`src/logic/gpio_wake_defines.svh`:
```
// Register offsets, field positions, reset values and codes of the pin block.
`ifndef GPIO_WAKE_DEFINES_SVH
`define GPIO_WAKE_DEFINES_SVH

// ----------------------------------------------------------------------------
// Pin configuration registers
// ----------------------------------------------------------------------------
`define OFS_CFG_PIN_27 8'h32
`define OFS_CFG_PIN_42 8'h3D
`define OFS_CFG_PIN_50 8'h3F
`define OFS_CFG_PIN_60 8'h47
`define OFS_CFG_PIN_61 8'h48
`define OFS_PIN63_CONFIG 8'h55
`define CFG_DIR_BIT 0
`define CFG_POL_BIT 1
`define CFG_FUNC_LO 2
`define CFG_FUNC_HI 3
`define CFG_DRV_BIT 7
`define CFG_RESET 8'h01
`define FUNC_GPIO 2'h0
`define FUNC_ALT1 2'h1

// ----------------------------------------------------------------------------
// Data registers
// ----------------------------------------------------------------------------
`define OFS_DATA_2 8'h4C
`define OFS_DATA_4 8'h4E
`define OFS_DATA_5 8'h4F
`define OFS_DATA_6 8'h50

// ----------------------------------------------------------------------------
// Wake, SMI, either-edge and LED registers
// ----------------------------------------------------------------------------
`define OFS_WAKE_PIN_STATUS 8'h00
`define OFS_WAKE_PIN_ENABLE 8'h02
`define OFS_WAKE_STATUS_3 8'h06
`define OFS_WAKE_STATUS_5 8'h08
`define OFS_WAKE_STATUS_6 8'h09
`define OFS_WAKE_ENABLE_3 8'h0A
`define OFS_WAKE_ENABLE_5 8'h0C
`define OFS_WAKE_ENABLE_6 8'h0D
`define OFS_SMI_STATUS_1 8'h10
`define OFS_SMI_STATUS_2 8'h11
`define OFS_SMI_STATUS_3 8'h12
`define OFS_SMI_STATUS_4 8'h13
`define OFS_SMI_ENABLE_1 8'h14
`define OFS_SMI_ENABLE_2 8'h15
`define OFS_SMI_ENABLE_3 8'h16
`define OFS_SMI_ENABLE_4 8'h17
`define OFS_EE_SUMMARY 8'h18
`define OFS_EE_TRIGGER 8'h19
`define OFS_LED_ONE 8'h5D
`define OFS_LED_TWO 8'h5E
`define DEVGRP_BIT 3
`define EN2_TO_PIN_BIT 7
`define EN2_TO_IRQ2_BIT 6
`define EN2_TO_WAKE_BIT 5
`define IR_BIT 0

// ----------------------------------------------------------------------------
// LED control and blink timing in edges of the 32 kHz clock
// ----------------------------------------------------------------------------
`define LED_OFF 2'h0
`define LED_BLINK_FAST 2'h1
`define LED_BLINK_SLOW 2'h2
`define LED_ON 2'h3
`define BLINK_FAST_BIT 14
`define BLINK_SLOW_BIT 15

`endif

```
`src/logic/gpio_wake_pkg.sv`:
```
// Types shared by the pin block and its users.
package gpio_wake_pkg;

	typedef struct packed {
		logic [11:0] level;
		logic [11:0] enable;
	} pin_drive_t;

	typedef struct packed {
		logic [7:0] addr;
		logic [7:0] wdata;
		logic wr;
		logic rd;
	} reg_req_t;

endpackage : gpio_wake_pkg

```
`src/logic/gpio_wake_smi_led_logic.sv`:
```
// General-purpose pins with wake, SMI, either-edge and LED logic.
//
// Our own choice: the plain strobed port.
`timescale 1ns/1ps

module gpio_wake_smi_led_logic (
	input wire logic clk_in,
	input wire logic rst_n_in,
	input wire gpio_wake_pkg::reg_req_t req_in,
	output logic [7:0] rd_data_out,
	input wire logic [11:0] pin_level_in,
	input wire logic [1:0] fan_tach_in,
	input wire logic [7:0] sio_smi_1_in,
	input wire logic [7:0] sio_smi_2_in,
	input wire logic infrared_event_in,
	input wire logic clk_32k_in,
	output gpio_wake_pkg::pin_drive_t pin_drive_out,
	output logic smi_irq2_out,
	output logic wake_event_out
);
	import gpio_wake_pkg::*;
`include "gpio_wake_defines.svh"

	// ------------------------------------------------------------------------
	// Helpers
	// ------------------------------------------------------------------------
	// Pin index: 0 is pin 27, 1 is pin 42, 2..9 are pins 50..57,
	// 10 is pin 60 and 11 is pin 61.
	function automatic logic [7:0] cfg_offset(input int idx);
		logic [7:0] ofs;
		if (idx == 0) begin
			ofs = `OFS_CFG_PIN_27;
		end else if (idx == 1) begin
			ofs = `OFS_CFG_PIN_42;
		end else if (idx == 10) begin
			ofs = `OFS_CFG_PIN_60;
		end else if (idx == 11) begin
			ofs = `OFS_CFG_PIN_61;
		end else begin
			ofs = `OFS_CFG_PIN_50 + 8'(idx - 2);
		end
		return ofs;
	endfunction : cfg_offset

	// Sticky bit update; a set in the clear cycle wins.
	function automatic logic [7:0] sticky(input logic [7:0] cur,
		input logic [7:0] set, input logic [7:0] clr);
		return set | (cur & ~clr);
	endfunction : sticky

	// Level driven out of a pin stage for a wanted logic value.
	function automatic logic [1:0] drive(input logic val,
		input logic push_pull);
		logic [1:0] lv_oe;
		lv_oe = push_pull ? {val, 1'b1} : {1'b0, ~val};
		return lv_oe;
	endfunction : drive

	// ------------------------------------------------------------------------
	// Storage
	// ------------------------------------------------------------------------
	logic [7:0] cfg_q [12];
	logic [11:0] data_q;
	logic [7:0] pin63_cfg_q;
	logic [7:0] led_one_q;
	logic [7:0] led_two_q;
	logic [7:0] wake_status_3_q;
	logic [7:0] wake_status_5_q;
	logic [7:0] wake_status_6_q;
	logic [7:0] wake_enable_3_q;
	logic [7:0] wake_enable_5_q;
	logic [7:0] wake_enable_6_q;
	logic [7:0] wake_pin_status_q;
	logic [7:0] wake_pin_enable_q;
	logic [7:0] smi_status_2_q;
	logic [7:0] smi_status_3_q;
	logic [7:0] smi_status_4_q;
	logic [7:0] smi_enable_1_q;
	logic [7:0] smi_enable_2_q;
	logic [7:0] smi_enable_3_q;
	logic [7:0] smi_enable_4_q;
	logic [7:0] ee_summary_q;
	logic [7:0] either_edge_trigger_q;
	logic [7:0] rd_data_q;
	logic [7:0] rd_data_d;
	logic [11:0] pin_meta_q;
	logic [11:0] pin_sync_q;
	logic [11:0] pin_prev_q;
	logic [1:0] tach_meta_q;
	logic [1:0] tach_sync_q;
	logic [1:0] tach_prev_q;
	logic k32_meta_q;
	logic k32_sync_q;
	logic k32_prev_q;
	logic [15:0] blink_cnt_q;
	pin_drive_t drive_q;
	pin_drive_t drive_d;
	logic smi_irq2_q;
	logic wake_event_q;

	logic wr_hit;
	logic rd_hit;
	logic [11:0] is_input;
	logic [11:0] rise;
	logic [11:0] fall;
	logic [11:0] qual;
	logic [1:0] tach_qual;
	logic [1:0] ee_any;
	logic group_smi;

	assign wr_hit = req_in.wr;
	assign rd_hit = req_in.rd;

	// ------------------------------------------------------------------------
	// Input synchronisers and edge qualification
	// ------------------------------------------------------------------------
	always_ff @(posedge clk_in) begin
		if (!rst_n_in) begin
			pin_meta_q <= 12'h000;
			pin_sync_q <= 12'h000;
			pin_prev_q <= 12'h000;
			tach_meta_q <= 2'h0;
			tach_sync_q <= 2'h0;
			tach_prev_q <= 2'h0;
		end else begin
			pin_meta_q <= pin_level_in;
			pin_sync_q <= pin_meta_q;
			pin_prev_q <= pin_sync_q;
			tach_meta_q <= fan_tach_in;
			tach_sync_q <= tach_meta_q;
			tach_prev_q <= tach_sync_q;
		end
	end

	// Edges are taken on the raw synchronised level, so toggling the
	// polarity bit alone never fakes an edge.
	always_comb begin
		for (int i = 0; i < 12; i++) begin
			rise[i] = pin_sync_q[i] & ~pin_prev_q[i];
			fall[i] = ~pin_sync_q[i] & pin_prev_q[i];
			is_input[i] = cfg_q[i][`CFG_DIR_BIT];
			if (i >= 10 && either_edge_trigger_q[i - 10]) begin
				is_input[i] = 1'b1;
				qual[i] = rise[i] | fall[i];
			end else if (cfg_q[i][`CFG_POL_BIT]) begin
				qual[i] = is_input[i] & fall[i];
			end else begin
				qual[i] = is_input[i] & rise[i];
			end
		end
		for (int t = 0; t < 2; t++) begin
			tach_qual[t] = tach_sync_q[t] & ~tach_prev_q[t];
		end
		ee_any = rise[11:10] | fall[11:10];
	end

	// ------------------------------------------------------------------------
	// Configuration, data and LED registers
	// ------------------------------------------------------------------------
	always_ff @(posedge clk_in) begin
		if (!rst_n_in) begin
			for (int i = 0; i < 12; i++) begin
				cfg_q[i] <= `CFG_RESET;
			end
			pin63_cfg_q <= `CFG_RESET;
			led_one_q <= 8'h00;
			led_two_q <= 8'h00;
			either_edge_trigger_q <= 8'h00;
		end else if (wr_hit) begin
			for (int i = 0; i < 12; i++) begin
				if (req_in.addr == cfg_offset(i)) begin
					cfg_q[i] <= req_in.wdata;
				end
			end
			if (req_in.addr == `OFS_PIN63_CONFIG) begin
				pin63_cfg_q <= req_in.wdata;
			end else if (req_in.addr == `OFS_LED_ONE) begin
				led_one_q <= req_in.wdata;
			end else if (req_in.addr == `OFS_LED_TWO) begin
				led_two_q <= req_in.wdata;
			end else if (req_in.addr == `OFS_EE_TRIGGER) begin
				either_edge_trigger_q <= {6'h00, req_in.wdata[1:0]};
			end
		end
	end

	always_ff @(posedge clk_in) begin
		if (!rst_n_in) begin
			data_q <= 12'h000;
		end else if (wr_hit) begin
			// Only output pins accept the written bit.
			if (req_in.addr == `OFS_DATA_2 && !is_input[0]) begin
				data_q[0] <= req_in.wdata[7];
			end else if (req_in.addr == `OFS_DATA_4 && !is_input[1]) begin
				data_q[1] <= req_in.wdata[2];
			end else if (req_in.addr == `OFS_DATA_5) begin
				for (int i = 2; i < 10; i++) begin
					if (!is_input[i]) begin
						data_q[i] <= req_in.wdata[i - 2];
					end
				end
			end else if (req_in.addr == `OFS_DATA_6) begin
				for (int i = 10; i < 12; i++) begin
					if (!is_input[i]) begin
						data_q[i] <= req_in.wdata[i - 10];
					end
				end
			end
		end
	end

	// ------------------------------------------------------------------------
	// Status registers
	// ------------------------------------------------------------------------
	logic [7:0] clr_mask [8];
	logic [7:0] w3_set;
	logic [7:0] w5_set;
	logic [7:0] w6_set;
	logic [7:0] s3_set;
	logic [7:0] s4_set;
	logic [7:0] wp_set;

	always_comb begin
		for (int k = 0; k < 8; k++) begin
			clr_mask[k] = 8'h00;
		end
		if (wr_hit) begin
			if (req_in.addr == `OFS_WAKE_STATUS_3) begin
				clr_mask[0] = req_in.wdata;
			end else if (req_in.addr == `OFS_WAKE_STATUS_5) begin
				clr_mask[1] = req_in.wdata;
			end else if (req_in.addr == `OFS_WAKE_STATUS_6) begin
				clr_mask[2] = req_in.wdata;
			end else if (req_in.addr == `OFS_SMI_STATUS_3) begin
				clr_mask[3] = req_in.wdata;
			end else if (req_in.addr == `OFS_SMI_STATUS_4) begin
				clr_mask[4] = req_in.wdata;
			end else if (req_in.addr == `OFS_EE_SUMMARY) begin
				clr_mask[5] = req_in.wdata;
			end else if (req_in.addr == `OFS_WAKE_PIN_STATUS) begin
				clr_mask[6] = req_in.wdata;
			end
		end
		w3_set = 8'h00;
		w3_set[0] = qual[0];
		w3_set[`DEVGRP_BIT] = group_smi & smi_enable_2_q[`EN2_TO_WAKE_BIT];
		w5_set = qual[9:2];
		w6_set = {6'h00, qual[11:10]};
		s3_set = {1'b0, tach_qual, qual[10], qual[9:6]};
		s4_set = {6'h00, qual[11], qual[1]};
		wp_set = 8'h00;
		wp_set[0] = |{wake_status_3_q & wake_enable_3_q,
			wake_status_5_q & wake_enable_5_q,
			wake_status_6_q & wake_enable_6_q};
	end

	always_ff @(posedge clk_in) begin
		if (!rst_n_in) begin
			wake_status_3_q <= 8'h00;
			wake_status_5_q <= 8'h00;
			wake_status_6_q <= 8'h00;
			smi_status_3_q <= 8'h00;
			smi_status_4_q <= 8'h00;
			ee_summary_q <= 8'h00;
			wake_pin_status_q <= 8'h00;
		end else begin
			wake_status_3_q <= sticky(wake_status_3_q, w3_set, clr_mask[0]);
			wake_status_5_q <= sticky(wake_status_5_q, w5_set, clr_mask[1]);
			wake_status_6_q <= sticky(wake_status_6_q, w6_set, clr_mask[2]);
			smi_status_3_q <= sticky(smi_status_3_q, s3_set, clr_mask[3]);
			smi_status_4_q <= sticky(smi_status_4_q, s4_set, clr_mask[4]);
			ee_summary_q <= sticky(ee_summary_q, {6'h00, ee_any},
				clr_mask[5]);
			wake_pin_status_q <= sticky(wake_pin_status_q, wp_set,
				clr_mask[6]);
		end
	end

	// Group two follows its sources except the infrared bit, which is
	// latched here and dropped by a read of the register.
	always_ff @(posedge clk_in) begin
		if (!rst_n_in) begin
			smi_status_2_q <= 8'h00;
		end else begin
			smi_status_2_q[7:1] <= sio_smi_2_in[7:1];
			if (infrared_event_in) begin
				smi_status_2_q[`IR_BIT] <= 1'b1;
			end else if (rd_hit && req_in.addr == `OFS_SMI_STATUS_2) begin
				smi_status_2_q[`IR_BIT] <= 1'b0;
			end
		end
	end

	// ------------------------------------------------------------------------
	// Enable registers
	// ------------------------------------------------------------------------
	always_ff @(posedge clk_in) begin
		if (!rst_n_in) begin
			wake_enable_3_q <= 8'h00;
			wake_enable_5_q <= 8'h00;
			wake_enable_6_q <= 8'h00;
			wake_pin_enable_q <= 8'h00;
			smi_enable_1_q <= 8'h00;
			smi_enable_2_q <= 8'h00;
			smi_enable_3_q <= 8'h00;
			smi_enable_4_q <= 8'h00;
		end else if (wr_hit) begin
			if (req_in.addr == `OFS_WAKE_ENABLE_3) begin
				wake_enable_3_q <= req_in.wdata;
			end else if (req_in.addr == `OFS_WAKE_ENABLE_5) begin
				wake_enable_5_q <= req_in.wdata;
			end else if (req_in.addr == `OFS_WAKE_ENABLE_6) begin
				wake_enable_6_q <= {6'h00, req_in.wdata[1:0]};
			end else if (req_in.addr == `OFS_WAKE_PIN_ENABLE) begin
				wake_pin_enable_q <= {7'h00, req_in.wdata[0]};
			end else if (req_in.addr == `OFS_SMI_ENABLE_1) begin
				smi_enable_1_q <= req_in.wdata;
			end else if (req_in.addr == `OFS_SMI_ENABLE_2) begin
				smi_enable_2_q <= req_in.wdata;
			end else if (req_in.addr == `OFS_SMI_ENABLE_3) begin
				smi_enable_3_q <= req_in.wdata;
			end else if (req_in.addr == `OFS_SMI_ENABLE_4) begin
				smi_enable_4_q <= {6'h00, req_in.wdata[1:0]};
			end
		end
	end

	// Low five enable-two bits gate group two sources; the top three route.
	assign group_smi = |{sio_smi_1_in & smi_enable_1_q,
		smi_status_2_q[4:0] & smi_enable_2_q[4:0],
		smi_status_3_q & smi_enable_3_q,
		smi_status_4_q & smi_enable_4_q};

	// ------------------------------------------------------------------------
	// LED blink timebase
	// ------------------------------------------------------------------------
	// Blinking only advances on 32 kHz edges; without that clock the LED
	// freezes in its current phase, while steady on and off still work.
	always_ff @(posedge clk_in) begin
		if (!rst_n_in) begin
			k32_meta_q <= 1'b0;
			k32_sync_q <= 1'b0;
			k32_prev_q <= 1'b0;
			blink_cnt_q <= 16'h0000;
		end else begin
			k32_meta_q <= clk_32k_in;
			k32_sync_q <= k32_meta_q;
			k32_prev_q <= k32_sync_q;
			if (k32_sync_q && !k32_prev_q) begin
				blink_cnt_q <= blink_cnt_q + 16'h0001;
			end
		end
	end

	function automatic logic led_lit(input logic [1:0] mode,
		input logic [15:0] cnt);
		logic lit;
		case (mode)
			`LED_ON: lit = 1'b1;
			`LED_BLINK_FAST: lit = cnt[`BLINK_FAST_BIT];
			`LED_BLINK_SLOW: lit = cnt[`BLINK_SLOW_BIT];
			default: lit = 1'b0;
		endcase
		return lit;
	endfunction : led_lit

	// ------------------------------------------------------------------------
	// Pin output stages
	// ------------------------------------------------------------------------
	always_comb begin
		logic val;
		logic pp;
		logic [1:0] func;
		logic [1:0] lv_oe;
		val = 1'b0;
		pp = 1'b0;
		func = 2'h0;
		lv_oe = 2'h0;
		drive_d = '0;
		for (int i = 0; i < 12; i++) begin
			func = cfg_q[i][`CFG_FUNC_HI:`CFG_FUNC_LO];
			pp = cfg_q[i][`CFG_DRV_BIT];
			val = data_q[i] ^ cfg_q[i][`CFG_POL_BIT];
			lv_oe = 2'h0;
			if (i == 0 && func == `FUNC_ALT1) begin
				// Active low when polarity is clear.
				val = ~(group_smi & smi_enable_2_q[`EN2_TO_PIN_BIT]) ^
					cfg_q[i][`CFG_POL_BIT];
				lv_oe = drive(val, pp);
			end else if (i == 1 && func == `FUNC_ALT1) begin
				val = ~(wake_pin_status_q[0] & wake_pin_enable_q[0]) ^
					cfg_q[i][`CFG_POL_BIT];
				lv_oe = drive(val, pp);
			end else if (i >= 10 && func == `FUNC_ALT1) begin
				val = ~led_lit(i == 10 ? led_one_q[1:0] : led_two_q[1:0],
					blink_cnt_q);
				lv_oe = drive(val, pp);
			end else if (!is_input[i]) begin
				lv_oe = drive(val, pp);
			end
			drive_d.level[i] = lv_oe[1];
			drive_d.enable[i] = lv_oe[0];
		end
	end

	always_ff @(posedge clk_in) begin
		if (!rst_n_in) begin
			drive_q <= '0;
			smi_irq2_q <= 1'b0;
			wake_event_q <= 1'b0;
		end else begin
			drive_q <= drive_d;
			smi_irq2_q <= group_smi & smi_enable_2_q[`EN2_TO_IRQ2_BIT];
			wake_event_q <= wake_pin_status_q[0] & wake_pin_enable_q[0];
		end
	end

	// ------------------------------------------------------------------------
	// Read path
	// ------------------------------------------------------------------------
	logic [11:0] data_view;

	always_comb begin
		rd_data_d = 8'h00;
		for (int i = 0; i < 12; i++) begin
			// Inputs show the sampled pin, outputs the stored bit.
			data_view[i] = is_input[i] ?
				pin_sync_q[i] ^ cfg_q[i][`CFG_POL_BIT] : data_q[i];
			if (req_in.addr == cfg_offset(i)) begin
				rd_data_d = cfg_q[i];
			end
		end
		if (req_in.addr == `OFS_DATA_2) begin
			rd_data_d = {data_view[0], 7'h00};
		end else if (req_in.addr == `OFS_DATA_4) begin
			rd_data_d = {5'h00, data_view[1], 2'h0};
		end else if (req_in.addr == `OFS_DATA_5) begin
			rd_data_d = data_view[9:2];
		end else if (req_in.addr == `OFS_DATA_6) begin
			rd_data_d = {6'h00, data_view[11:10]};
		end else if (req_in.addr == `OFS_PIN63_CONFIG) begin
			rd_data_d = pin63_cfg_q;
		end else if (req_in.addr == `OFS_LED_ONE) begin
			rd_data_d = led_one_q;
		end else if (req_in.addr == `OFS_LED_TWO) begin
			rd_data_d = led_two_q;
		end else if (req_in.addr == `OFS_WAKE_PIN_STATUS) begin
			rd_data_d = wake_pin_status_q;
		end else if (req_in.addr == `OFS_WAKE_PIN_ENABLE) begin
			rd_data_d = wake_pin_enable_q;
		end else if (req_in.addr == `OFS_WAKE_STATUS_3) begin
			rd_data_d = wake_status_3_q;
		end else if (req_in.addr == `OFS_WAKE_STATUS_5) begin
			rd_data_d = wake_status_5_q;
		end else if (req_in.addr == `OFS_WAKE_STATUS_6) begin
			rd_data_d = wake_status_6_q;
		end else if (req_in.addr == `OFS_WAKE_ENABLE_3) begin
			rd_data_d = wake_enable_3_q;
		end else if (req_in.addr == `OFS_WAKE_ENABLE_5) begin
			rd_data_d = wake_enable_5_q;
		end else if (req_in.addr == `OFS_WAKE_ENABLE_6) begin
			rd_data_d = wake_enable_6_q;
		end else if (req_in.addr == `OFS_SMI_STATUS_1) begin
			rd_data_d = sio_smi_1_in;
		end else if (req_in.addr == `OFS_SMI_STATUS_2) begin
			rd_data_d = smi_status_2_q;
		end else if (req_in.addr == `OFS_SMI_STATUS_3) begin
			rd_data_d = smi_status_3_q;
		end else if (req_in.addr == `OFS_SMI_STATUS_4) begin
			rd_data_d = smi_status_4_q;
		end else if (req_in.addr == `OFS_SMI_ENABLE_1) begin
			rd_data_d = smi_enable_1_q;
		end else if (req_in.addr == `OFS_SMI_ENABLE_2) begin
			rd_data_d = smi_enable_2_q;
		end else if (req_in.addr == `OFS_SMI_ENABLE_3) begin
			rd_data_d = smi_enable_3_q;
		end else if (req_in.addr == `OFS_SMI_ENABLE_4) begin
			rd_data_d = smi_enable_4_q;
		end else if (req_in.addr == `OFS_EE_SUMMARY) begin
			rd_data_d = ee_summary_q;
		end else if (req_in.addr == `OFS_EE_TRIGGER) begin
			rd_data_d = either_edge_trigger_q;
		end
	end

	// Read data stand for one cycle only and are zero otherwise.
	always_ff @(posedge clk_in) begin
		if (!rst_n_in) begin
			rd_data_q <= 8'h00;
		end else begin
			rd_data_q <= rd_hit ? rd_data_d : 8'h00;
		end
	end

	assign rd_data_out = rd_data_q;
	assign pin_drive_out = drive_q;
	assign smi_irq2_out = smi_irq2_q;
	assign wake_event_out = wake_event_q;

endmodule : gpio_wake_smi_led_logic

```
`config.mk`:
```
export PLATFORM = sky130hd
export DESIGN_NAME = gpio_wake_smi_led_logic
export DESIGN_NICKNAME = d
export VERILOG_FILES = /design/src/logic/gpio_wake_pkg.sv /design/src/logic/gpio_wake_smi_led_logic.sv
export VERILOG_INCLUDE_DIRS = /design/src /design/src/logic
export SDC_FILE = /design/constraint.sdc
export NUM_CORES = 1
export LEC_CHECK = 0
export BUFFER_PORTS_ARGS = -buffer_cell sky130_fd_sc_hd__buf_4
export CORE_ASPECT_RATIO = 1.4
export CORE_MARGIN = 2
export CORE_UTILIZATION = 60
export CTS_BUF_LIST = sky130_fd_sc_hd__clkbuf_4 sky130_fd_sc_hd__clkbuf_8
export DETAILED_ROUTE_END_ITERATION = 10
export PLACE_DENSITY = 0.79
export SETUP_SLACK_MARGIN = 0.3
export SYNTH_ARGS = -nofsm -noshare
export SYNTH_HDL_FRONTEND = slang
export SYNTH_SLANG_ARGS = --single-unit
```
`constraint.sdc`:
```
create_clock -name clk_in -period 3.75 [get_ports clk_in]
set_input_delay 0.9375 -clock clk_in [delete_from_list [all_inputs] [get_ports clk_in]]
set_output_delay 0.9375 -clock clk_in [all_outputs]
set_load 0.05 [all_outputs]
```
# After elaboration in Yosys (flattened, before gate mapping)
# Memories as Yosys holds them, arrays and structs flattened.
# Cells that the tools add are included.
# classes
muxes	194
n_eq_ne	58
n_reduce_logical	54
bitwise	200
n_addsub	1
# op_table
cell	n
2-to-1 mux 8 bit	81
equality test 8 x 7 -> 1 bit (second input constant)	16
equality test 8 bit	12
2-to-1 mux 1 bit	89
bitwise AND 8 bit	11
equality test 8 x 5 -> 1 bit (second input constant)	10
inverter 1 bit	77
2-to-1 mux 56 bit	1
inverter 8 bit	7
bitwise AND 1 bit	54
AND reduction 5 bit	10
2-to-1 mux 48 bit	1
equality test 8 x 4 -> 1 bit (second input constant)	5
2-to-1 mux 40 bit	1
2-to-1 mux 2 bit	16
2-to-1 mux 32 bit	1
OR reduction 29 bit	1
OR reduction 3 bit	9
bitwise XOR 1 bit	26
equality test 8 x 6 -> 1 bit (second input constant)	3
2-to-1 mux 24 bit	1
bitwise OR 2 x 8 -> 8 bit	3
OR reduction 24 bit	1
AND reduction 6 bit	3
27 further kinds	68
# word_totals
mem_count	1
reg_bits	242
elab_cells	574
output_inout_bits	34
input_bits	52
ramBits	96
# mem_list
memory	words	word_bits	rd	rd_clocked_by_memory_dff	wr	line_no	source
cfg_q	12	8	12	0	12	gpio_wake_smi_led_logic.sv:62	logic [7:0] cfg_q [12];

# Longest topological paths before layout
# Gate-level depths: netlist of run 1.
# depth
word_depth	38
ltp_mapped	10
depth_no_buf	7

# Least setup slack after synthesis of run 1
# No wires, ideal clock.
# synth_timing
path_type	input -> register
from	input req_in[14] (netlist name)
to	memory cfg_q[10][0], in the netlist cfg_q[2][16] (enable)
path_buffers	2
t_required_ns	3.366
arrival_time_ns	2.551
slack_ns	0.815
setup_time_ns	0.384
stages	5
cell_sequence	buf_2 > nor4b_1 > buf_2 > nand2_1 > o21ai_0
# synth_lines
item	line_no	source
start, declared	gpio_wake_smi_led_logic.sv:9	input wire gpio_wake_pkg::reg_req_t req_in,
end, declared	gpio_wake_smi_led_logic.sv:62	

# Worst setup path after layout of run 1
# layout_timing
from	input req_in[10] (netlist name)
to	register rd_data_q[3], in the netlist rd_data_out[3]
# layout_between
elab_chain_len	36
word_cells_on_any_way	73
classes_between	eq/ne (36); mux (35); reduce/logical (2)
# layout_lines
item	line_no	source
equality test 8 x 6 -> 1 bit	gpio_wake_smi_led_logic.sv:429	if (req_in.addr == cfg_offset(i)) begin
2-to-1 mux 8 bit (12 in series)	gpio_wake_smi_led_logic.sv:429	
2-to-1 mux 8 bit	gpio_wake_smi_led_logic.sv:481	end else if (req_in.addr == `OFS_EE_TRIGGER) begin
2-to-1 mux 8 bit	gpio_wake_smi_led_logic.sv:479	end else if (req_in.addr == `OFS_EE_SUMMARY) begin
2-to-1 mux 8 bit	gpio_wake_smi_led_logic.sv:477	end else if (req_in.addr == `OFS_SMI_ENABLE_4) begin
2-to-1 mux 8 bit	gpio_wake_smi_led_logic.sv:475	end else if (req_in.addr == `OFS_SMI_ENABLE_3) begin
2-to-1 mux 8 bit	gpio_wake_smi_led_logic.sv:473	end else if (req_in.addr == `OFS_SMI_ENABLE_2) begin
2-to-1 mux 8 bit	gpio_wake_smi_led_logic.sv:471	end else if (req_in.addr == `OFS_SMI_ENABLE_1) begin
[9 not listed]	-	
2-to-1 mux 8 bit	gpio_wake_smi_led_logic.sv:451	end else if (req_in.addr == `OFS_WAKE_STATUS_3) begin
2-to-1 mux 8 bit	gpio_wake_smi_led_logic.sv:449	end else if (req_in.addr == `OFS_WAKE_PIN_ENABLE) begin
2-to-1 mux 8 bit	gpio_wake_smi_led_logic.sv:447	end else if (req_in.addr == `OFS_WAKE_PIN_STATUS) begin
2-to-1 mux 8 bit	gpio_wake_smi_led_logic.sv:445	end else if (req_in.addr == `OFS_LED_TWO) begin
2-to-1 mux 8 bit	gpio_wake_smi_led_logic.sv:443	end else if (req_in.addr == `OFS_LED_ONE) begin
2-to-1 mux 8 bit	gpio_wake_smi_led_logic.sv:441	end else if (req_in.addr == `OFS_PIN63_CONFIG) begin
2-to-1 mux 8 bit	gpio_wake_smi_led_logic.sv:439	end else if (req_in.addr == `OFS_DATA_6) begin
2-to-1 mux 8 bit	gpio_wake_smi_led_logic.sv:437	end else if (req_in.addr == `OFS_DATA_5) begin
end signal, assigned	gpio_wake_smi_led_logic.sv:491	rd_data_q <= rd_hit ? rd_data_d : 8'h00;
end, declared	gpio_wake_smi_led_logic.sv:84	logic [7:0] rd_data_q;
# Parallel ways exist; a longest one is shown, timed or not.
# A chain may end at the register's enable or synchronous reset.

==> out/metrics.csv, run 1 <==
metric;value;unit
root_buffer;clkbuf_8;
drt_iter0_drc;1787;
cp_slowest_cell;a2111oi_0;
synth-xor-area-share;1.84;%
syn-num-nets;1749;
setup_viol;0;
ir_worst_vdd;0.339;mV
clk_latency;630;ps
intPower;5.80;mW
clk_path_buf_depth;3;
drc;0;
power-per-cell-area;430;mW/mm^2
syn_area_per_cell;9.28;sq um
synth_area;0.0157;sq mm
synth_seq_cells;338;
async_flop_share;0;%
switching_share;25.5;%
worstSetupPathType;in -> reg;
synthSimpleGateAreaFrac;21.2;%
violations;max-capacitance violations;
grt_usage;41.6;%
core_area;0.0259;sq mm
synthMuxAreaShare;4.93;%
wl_per_cell;26.4;um
dp_hpwl;41600;um
total_leakage_power;6.95;nW
max_stage_delay;1130;ps
die_h;195;um
die_w;141;um
drv_slew;0;
start_kind;primary input;
clock-sinks;338;
viasPerCell;6.55;
synth_compound_area_share;18.5;%
drt_wl_total;57600;um
num_antenna_cells;0;
place.gp.congestion;1.05;
dr.pass1.iters;6;
cts_buffers;50;
final_cells;2178;
worst_setup_path_end_kind;register;
start_util;60.5;%
crit_fanout;43;
ys.flop_type;dfxtp_1;
dieArea;0.0275;sq mm
clockPowerShare;40.2;%
cts_setup_buffers;0;
area_delta_synth_final;15.5;%
grt_pass1_vias;13900;
netSwitchingPower;1.99;mW
grt_pass1_wl;85100;um
ys.warnings.count;0;
grt_overflow;0;
cts_tree;done;
vias;14300;
yosys.area_share.adder;0.399;%
fin_crit_sh;91.4;%
nFillCells;2082;
critPathRequiredTime;4200;ps
yosys.cell_types.count;80;
synth_edf_count;96;
dp.cells;2092;
rsz0062_at_grt;no;
min_period;3430;ps
ctsHtreeMaxLevel;2;
rows;70;
cp_common_cell;buf_4;
hp-start;pin_meta_q[4];
cts_resized;0;
worst_pin_slew;1450;ps
critPathArrivalTime;3880;ps
ant_nets;0;
max_freq;0.292;GHz
ios;86;
antenna_found_initial;1;
final_net_count;1877;
seqPwrFrac;50.8;%
crit-reg2reg-launch;cfg_q[1][9];
clkTransAtPathRegs;70;ps
maxSlewHeadroom;0.788;%
cts_hold_buf;0;
p_comb_share;9.0;%
startpoint;req_in[10];
yosysSeqAreaShare;49.2;%
hold_path.class;reg -> reg;
total_power;7.79;mW
port_buffers;84;
netlist_instances;1692;
path_cells;buf_4, nand2b_1, buf_4, a211oi_1, buf_4, a21o_1, a22o_1, a2111oi_0, a31oi_1;
drive_above_1_share;16.8;%
synth_top_family_by_area;simple AND/OR/NAND/NOR gates;
hold_viol;0;
grt_max_degree;63;
status;complete, but fails checks;
finClkSkew;39.5;ps
drv_cap;1;
-- stage by stage --
stage                     setup WS (ps)  hold slack, ps  instance area (sq um)  utilization, %  setup TNS (ps)
after floorplan                     815             409                  15700               -               0
after global placement            -62.4             413                  17100            65.9           -62.4
after detailed placement           -150             418                  17100            65.9            -150
after CTS                           498             432                  18100            69.9               0
after global routing                531             442                  18100            69.9               0
final                               324             432                  18100            69.9               0
-- cells by family after synthesis --
family	count (synthesis)
flops	338
fa+ha+maj	5
mux	76
simple gates	659
buf+inv	145
compound gates	436
xor+xnor	33
-- flip-flops by register name, summed over array words and instances (netlist names), 8 cells and up --
name               count
pin_drive_out         24
rd_data_out            8
wake_status_5_q        8
wake_status_6_q        8
smi_status_4_q         8
pin_meta_q            12
pin_sync_q            12
smi_status_3_q         8
wake_pin_status_q      8
smi_enable_3_q         8
wake_enable_5_q        8
cfg_q                 96
data_q                12
smi_enable_1_q         8
led_one_q              8
led_two_q              8
smi_status_2_q         8
pin63_cfg_q            8
pin_prev_q            12
smi_enable_2_q         8
ee_summary_q           8
blink_cnt_q           16
wake_enable_3_q        8
wake_status_3_q        8
-- power groups by stage --
stage | Clock, mW | Sequential (mW) | Combinational, mW
global route | 3.28 | 3.96 | 0.730
CTS | 3.14 | 3.95 | 0.675
finish | 3.13 | 3.95 | 0.700
detailed placement | 0 | 4.03 | 0.671
global placement | 0 | 4.02 | 0.664
floorplan | 0 | 4.03 | 0.354
-- path summary, 6_finish.rpt --
| check | endpoint | slack, ps | cells past startpoint |
|---|---|---|---|
| worst max-delay path | rd_data_out[3] | 320 | 9 |
| worst min-delay path | pin_sync_q[4] | 430 | 1 |
| worst min register to register | pin_sync_q[4] | 430 | 1 |
| worst max register to register | rd_data_out[3] | 1200 | 5 |
-- layer usage --
| metal | wire length [um] | vias up | part of all wire (%) | global-route usage, % |
|---|---|---|---|---|
| met5 | 12 | - | 0.021 | 0 |
| met4 | 5910 | 2 | 10 | 33.5 |
| met3 | 5610 | 329 | 9.7 | 9.15 |
| met2 | 25800 | 941 | 45 | 65.9 |
| met1 | 20200 | 6688 | 35 | 48.4 |
| li1 | - | 6301 | - | - |
-- final cells by class --
class                   instances  area (sq um)  area share, %
clock buffers                  82          1020           5.60
multi-input cells            1209          7390           40.8
repair buffers                191          1450           8.00
inverters                      30           113          0.621
well taps                     324           405           2.24
clock inverters                 4          28.8          0.159
flip-flops and latches        338          7730           42.6
-- cell usage in the layout (no fill, tap or decap), drive strengths merged, types with 7 or more instances in the layout --
cell	count
and2	72
dfxtp	242
o221ai	13
xor2	12
a22o	10
a21oi	86
nand2b	25
o22ai	29
mux2i	65
buf	191
nor3b	12
a21boi	57
xnor2	21
edfxtp	96
mux2	11
a31oi	9
a21o	8
nor2	148
nor2b	73
nand4	11
nor3	24
a22oi	27
a211oi	12
a221oi	12
o21ai	103
clkbuf	82
nand3	63
and3	11
nand2	180
o211ai	8
inv	31
o211a	7
-- worst max-delay path: cells and delay by family --
kind,cells,cell delay (ps)
and+or+nand+nor,1,200
AOI/OAI and AO/OA,5,1850
buffers and inverters,3,840
-- synth_stat cells, types with 6 or more instances --
master	count	area [sq um]
a211oi_1	12	90.1
a21boi_0	57	428
a21o_1	8	60.1
a21oi_1	86	430
a221oi_1	12	105
a22o_1	10	87.6
a22oi_1	27	203
a31oi_1	9	56.3
and2_1	72	450
and3_1	11	68.8
buf_2	33	165
clkbuf_1	74	278
dfxtp_1	242	4840
edfxtp_1	96	2880
inv_1	30	113
mux2_2	11	124
mux2i_1	65	651
nand2_1	179	672
nand2b_1	25	156
nand3_1	63	315
nand4_1	11	68.8
nor2_1	147	552
nor2b_1	73	457
nor3_1	20	100
nor3b_1	12	90.1
o211a_1	7	70.1
o211ai_1	8	60.1
o21ai_0	101	505
o221ai_1	13	114
o22ai_1	29	181
o311a_1	6	60.1
or3_1	6	37.5
xnor2_1	21	184
xor2_1	12	105
Note: power is estimated with default switching activity, not from simulation.
==> run 2, diff against run 1 <==
--- a/config.mk
+++ b/config.mk
@@ -10,8 +10,7 @@
 export CORE_ASPECT_RATIO = 1.4
 export CORE_MARGIN = 2
-export CORE_UTILIZATION = 60
+export CORE_UTILIZATION = 35
 export CTS_BUF_LIST = sky130_fd_sc_hd__clkbuf_4 sky130_fd_sc_hd__clkbuf_8
 export DETAILED_ROUTE_END_ITERATION = 10
-export PLACE_DENSITY = 0.79
 export SETUP_SLACK_MARGIN = 0.3
 export SYNTH_ARGS = -nofsm -noshare
==> constraint.sdc (replaced) <==
create_clock -name clk_in -period 3.75 [get_ports clk_in]
set_input_delay 0.9375 -clock clk_in [delete_from_list [all_inputs] [get_ports clk_in]]
set_output_delay 0.9375 -clock clk_in [all_outputs]
set_load 0.1 [all_outputs]
==> out/metrics.csv, run 2 (synthesis gave the netlist of run 1 again) <==
metric;value;unit
dieArea;0.0466;sq mm
crit_fanout;30;
cts_setup_buffers;0;
die_h;255;um
dr.pass1.iters;6;
final_net_count;1880;
place_ws;345;ps
cts_resized;0;
port_buffers;84;
drt_iter0_drc;1305;
hold_ws;435;ps
worstSetupPathType;in -> reg;
grt_max_degree;85;
clkTransAtPathRegs;70;ps
path_cells;buf_4, and4bb_1, nand2_1, nand2_1, nor3_1, nand2_1, a21oi_1, nor2b_1;
ctsHtreeMaxLevel;2;
final_cells;2428;
finClkSkew;38.9;ps
clk_path_buf_depth;3;
clock-sinks;338;
critPathArrivalTime;3400;ps
grt_overflow;0;
total_power;8.40;mW
cts_tree;done;
largest_register_ffs;96;
setup_viol;0;
grt_pass1_vias;13400;
rows;91;
cts_buffers;53;
drive_above_1_share;17.4;%
hold_path.class;reg -> reg;
ios;86;
rsz0062_at_grt;no;
cts_hold_buf;0;
start_util;35.5;%
drc;0;
final_core_util;42.2;%
critPathTopFamily;simple AND/OR/NAND/NOR gates;
drv_cap;0;
worst_pin_slew;1140;ps
ant_nets;0;
ir_worst_vdd;0.213;mV
status;finished, final reports clean;
path_buf_inv;1;
viasPerCell;5.74;
total_leakage_power;7.05;nW
top_register;cfg_q;
max_stage_delay;930;ps
cp_slowest_cell;nor3_1;
fin_crit_sh;76.4;%
finalInstanceArea;0.0186;sq mm
clk_latency;640;ps
cp_common_cell;nand2_1;
drt_wl_total;61700;um
root_buffer;clkbuf_8;
area_delta_synth_final;18.8;%
power-per-cell-area;450;mW/mm^2
max_freq;0.349;GHz
grt_usage;26.2;%
hold_viol;0;
dp_hpwl;45600;um
layout_common_cells;242 x dfxtp_1, 189 x buf_4, 179 x nand2_1, 147 x nor2_1, 101 x o21ai_0;
worst_setup_path_end_kind;register;
place.gp.congestion;0.995;
drv_slew;0;
die_w;183;um
critPathRequiredTime;4290;ps
wl_per_cell;25.4;um
start_kind;primary input;
nFillCells;4361;
grt_pass1_wl;89000;um
placed_area;0.0174;sq mm
antenna_found_initial;1;
fin_ws;886;ps
min_period;2860;ps
dp.cells;2326;
maxSlewHeadroom;23.3;%
final_common_cell;dfxtp_1;
fin_setup_tns;0;ps
core_area;0.0442;sq mm
vias;13900;
run 2: cell types whose count changed in the layout (fill, tap and decap cells not counted), sizes merged:
cell,change
inv,+1
clkinvlp,+3
clkbuf,-5
diode,+2
clkinv,+9
bufinv,+6
run 2: cell type report:
class,count,area [sq um],share of cell area (%)
Clock buffer,77,978,5.25
Inverter,30,113,0.604
Timing Repair Buffer,191,1450,7.78
Sequential cell,338,7730,41.4
Multi-Input combinational cell,1209,7390,39.6
Clock inverter,23,287,1.54
Tap cell,558,698,3.74
Antenna cell,2,5.00,0.0268
run 2: worst paths after layout:
| check | endpoint | slack [ps] | cells after the start | from |
|---|---|---|---|---|
| max | smi_status_3_q[6] | 890 | 8 | req_in[13] |
| min | ee_summary_q[5] | 430 | 2 | ee_summary_q[5] |
| max reg2reg | rd_data_out[2] | 1120 | 6 | cfg_q[0][9] |
| min reg2reg | ee_summary_q[5] | 430 | 2 | ee_summary_q[5] |
run 2: tightest hold or removal path, stage by stage (launching register included):
cell and delay (ps):
dfxtp_1 310, nand2_1 50, a21oi_1 30
run 2: where the power goes:
| part | switching [mW] | internal (mW) |
|---|---|---|
| Sequential | 0.0956 | 3.86 |
| Combinational | 0.521 | 0.233 |
| Clock | 1.57 | 2.11 |
run 2: routing by layer:
layer	part of all wire [%]	GRT usage [%]	up-vias
li1	-	-	6348
met1	36	29.0	6694
met2	48	44.5	660
met3	6.4	4.36	234
met4	9.2	21.0	0
met5	0	0	-
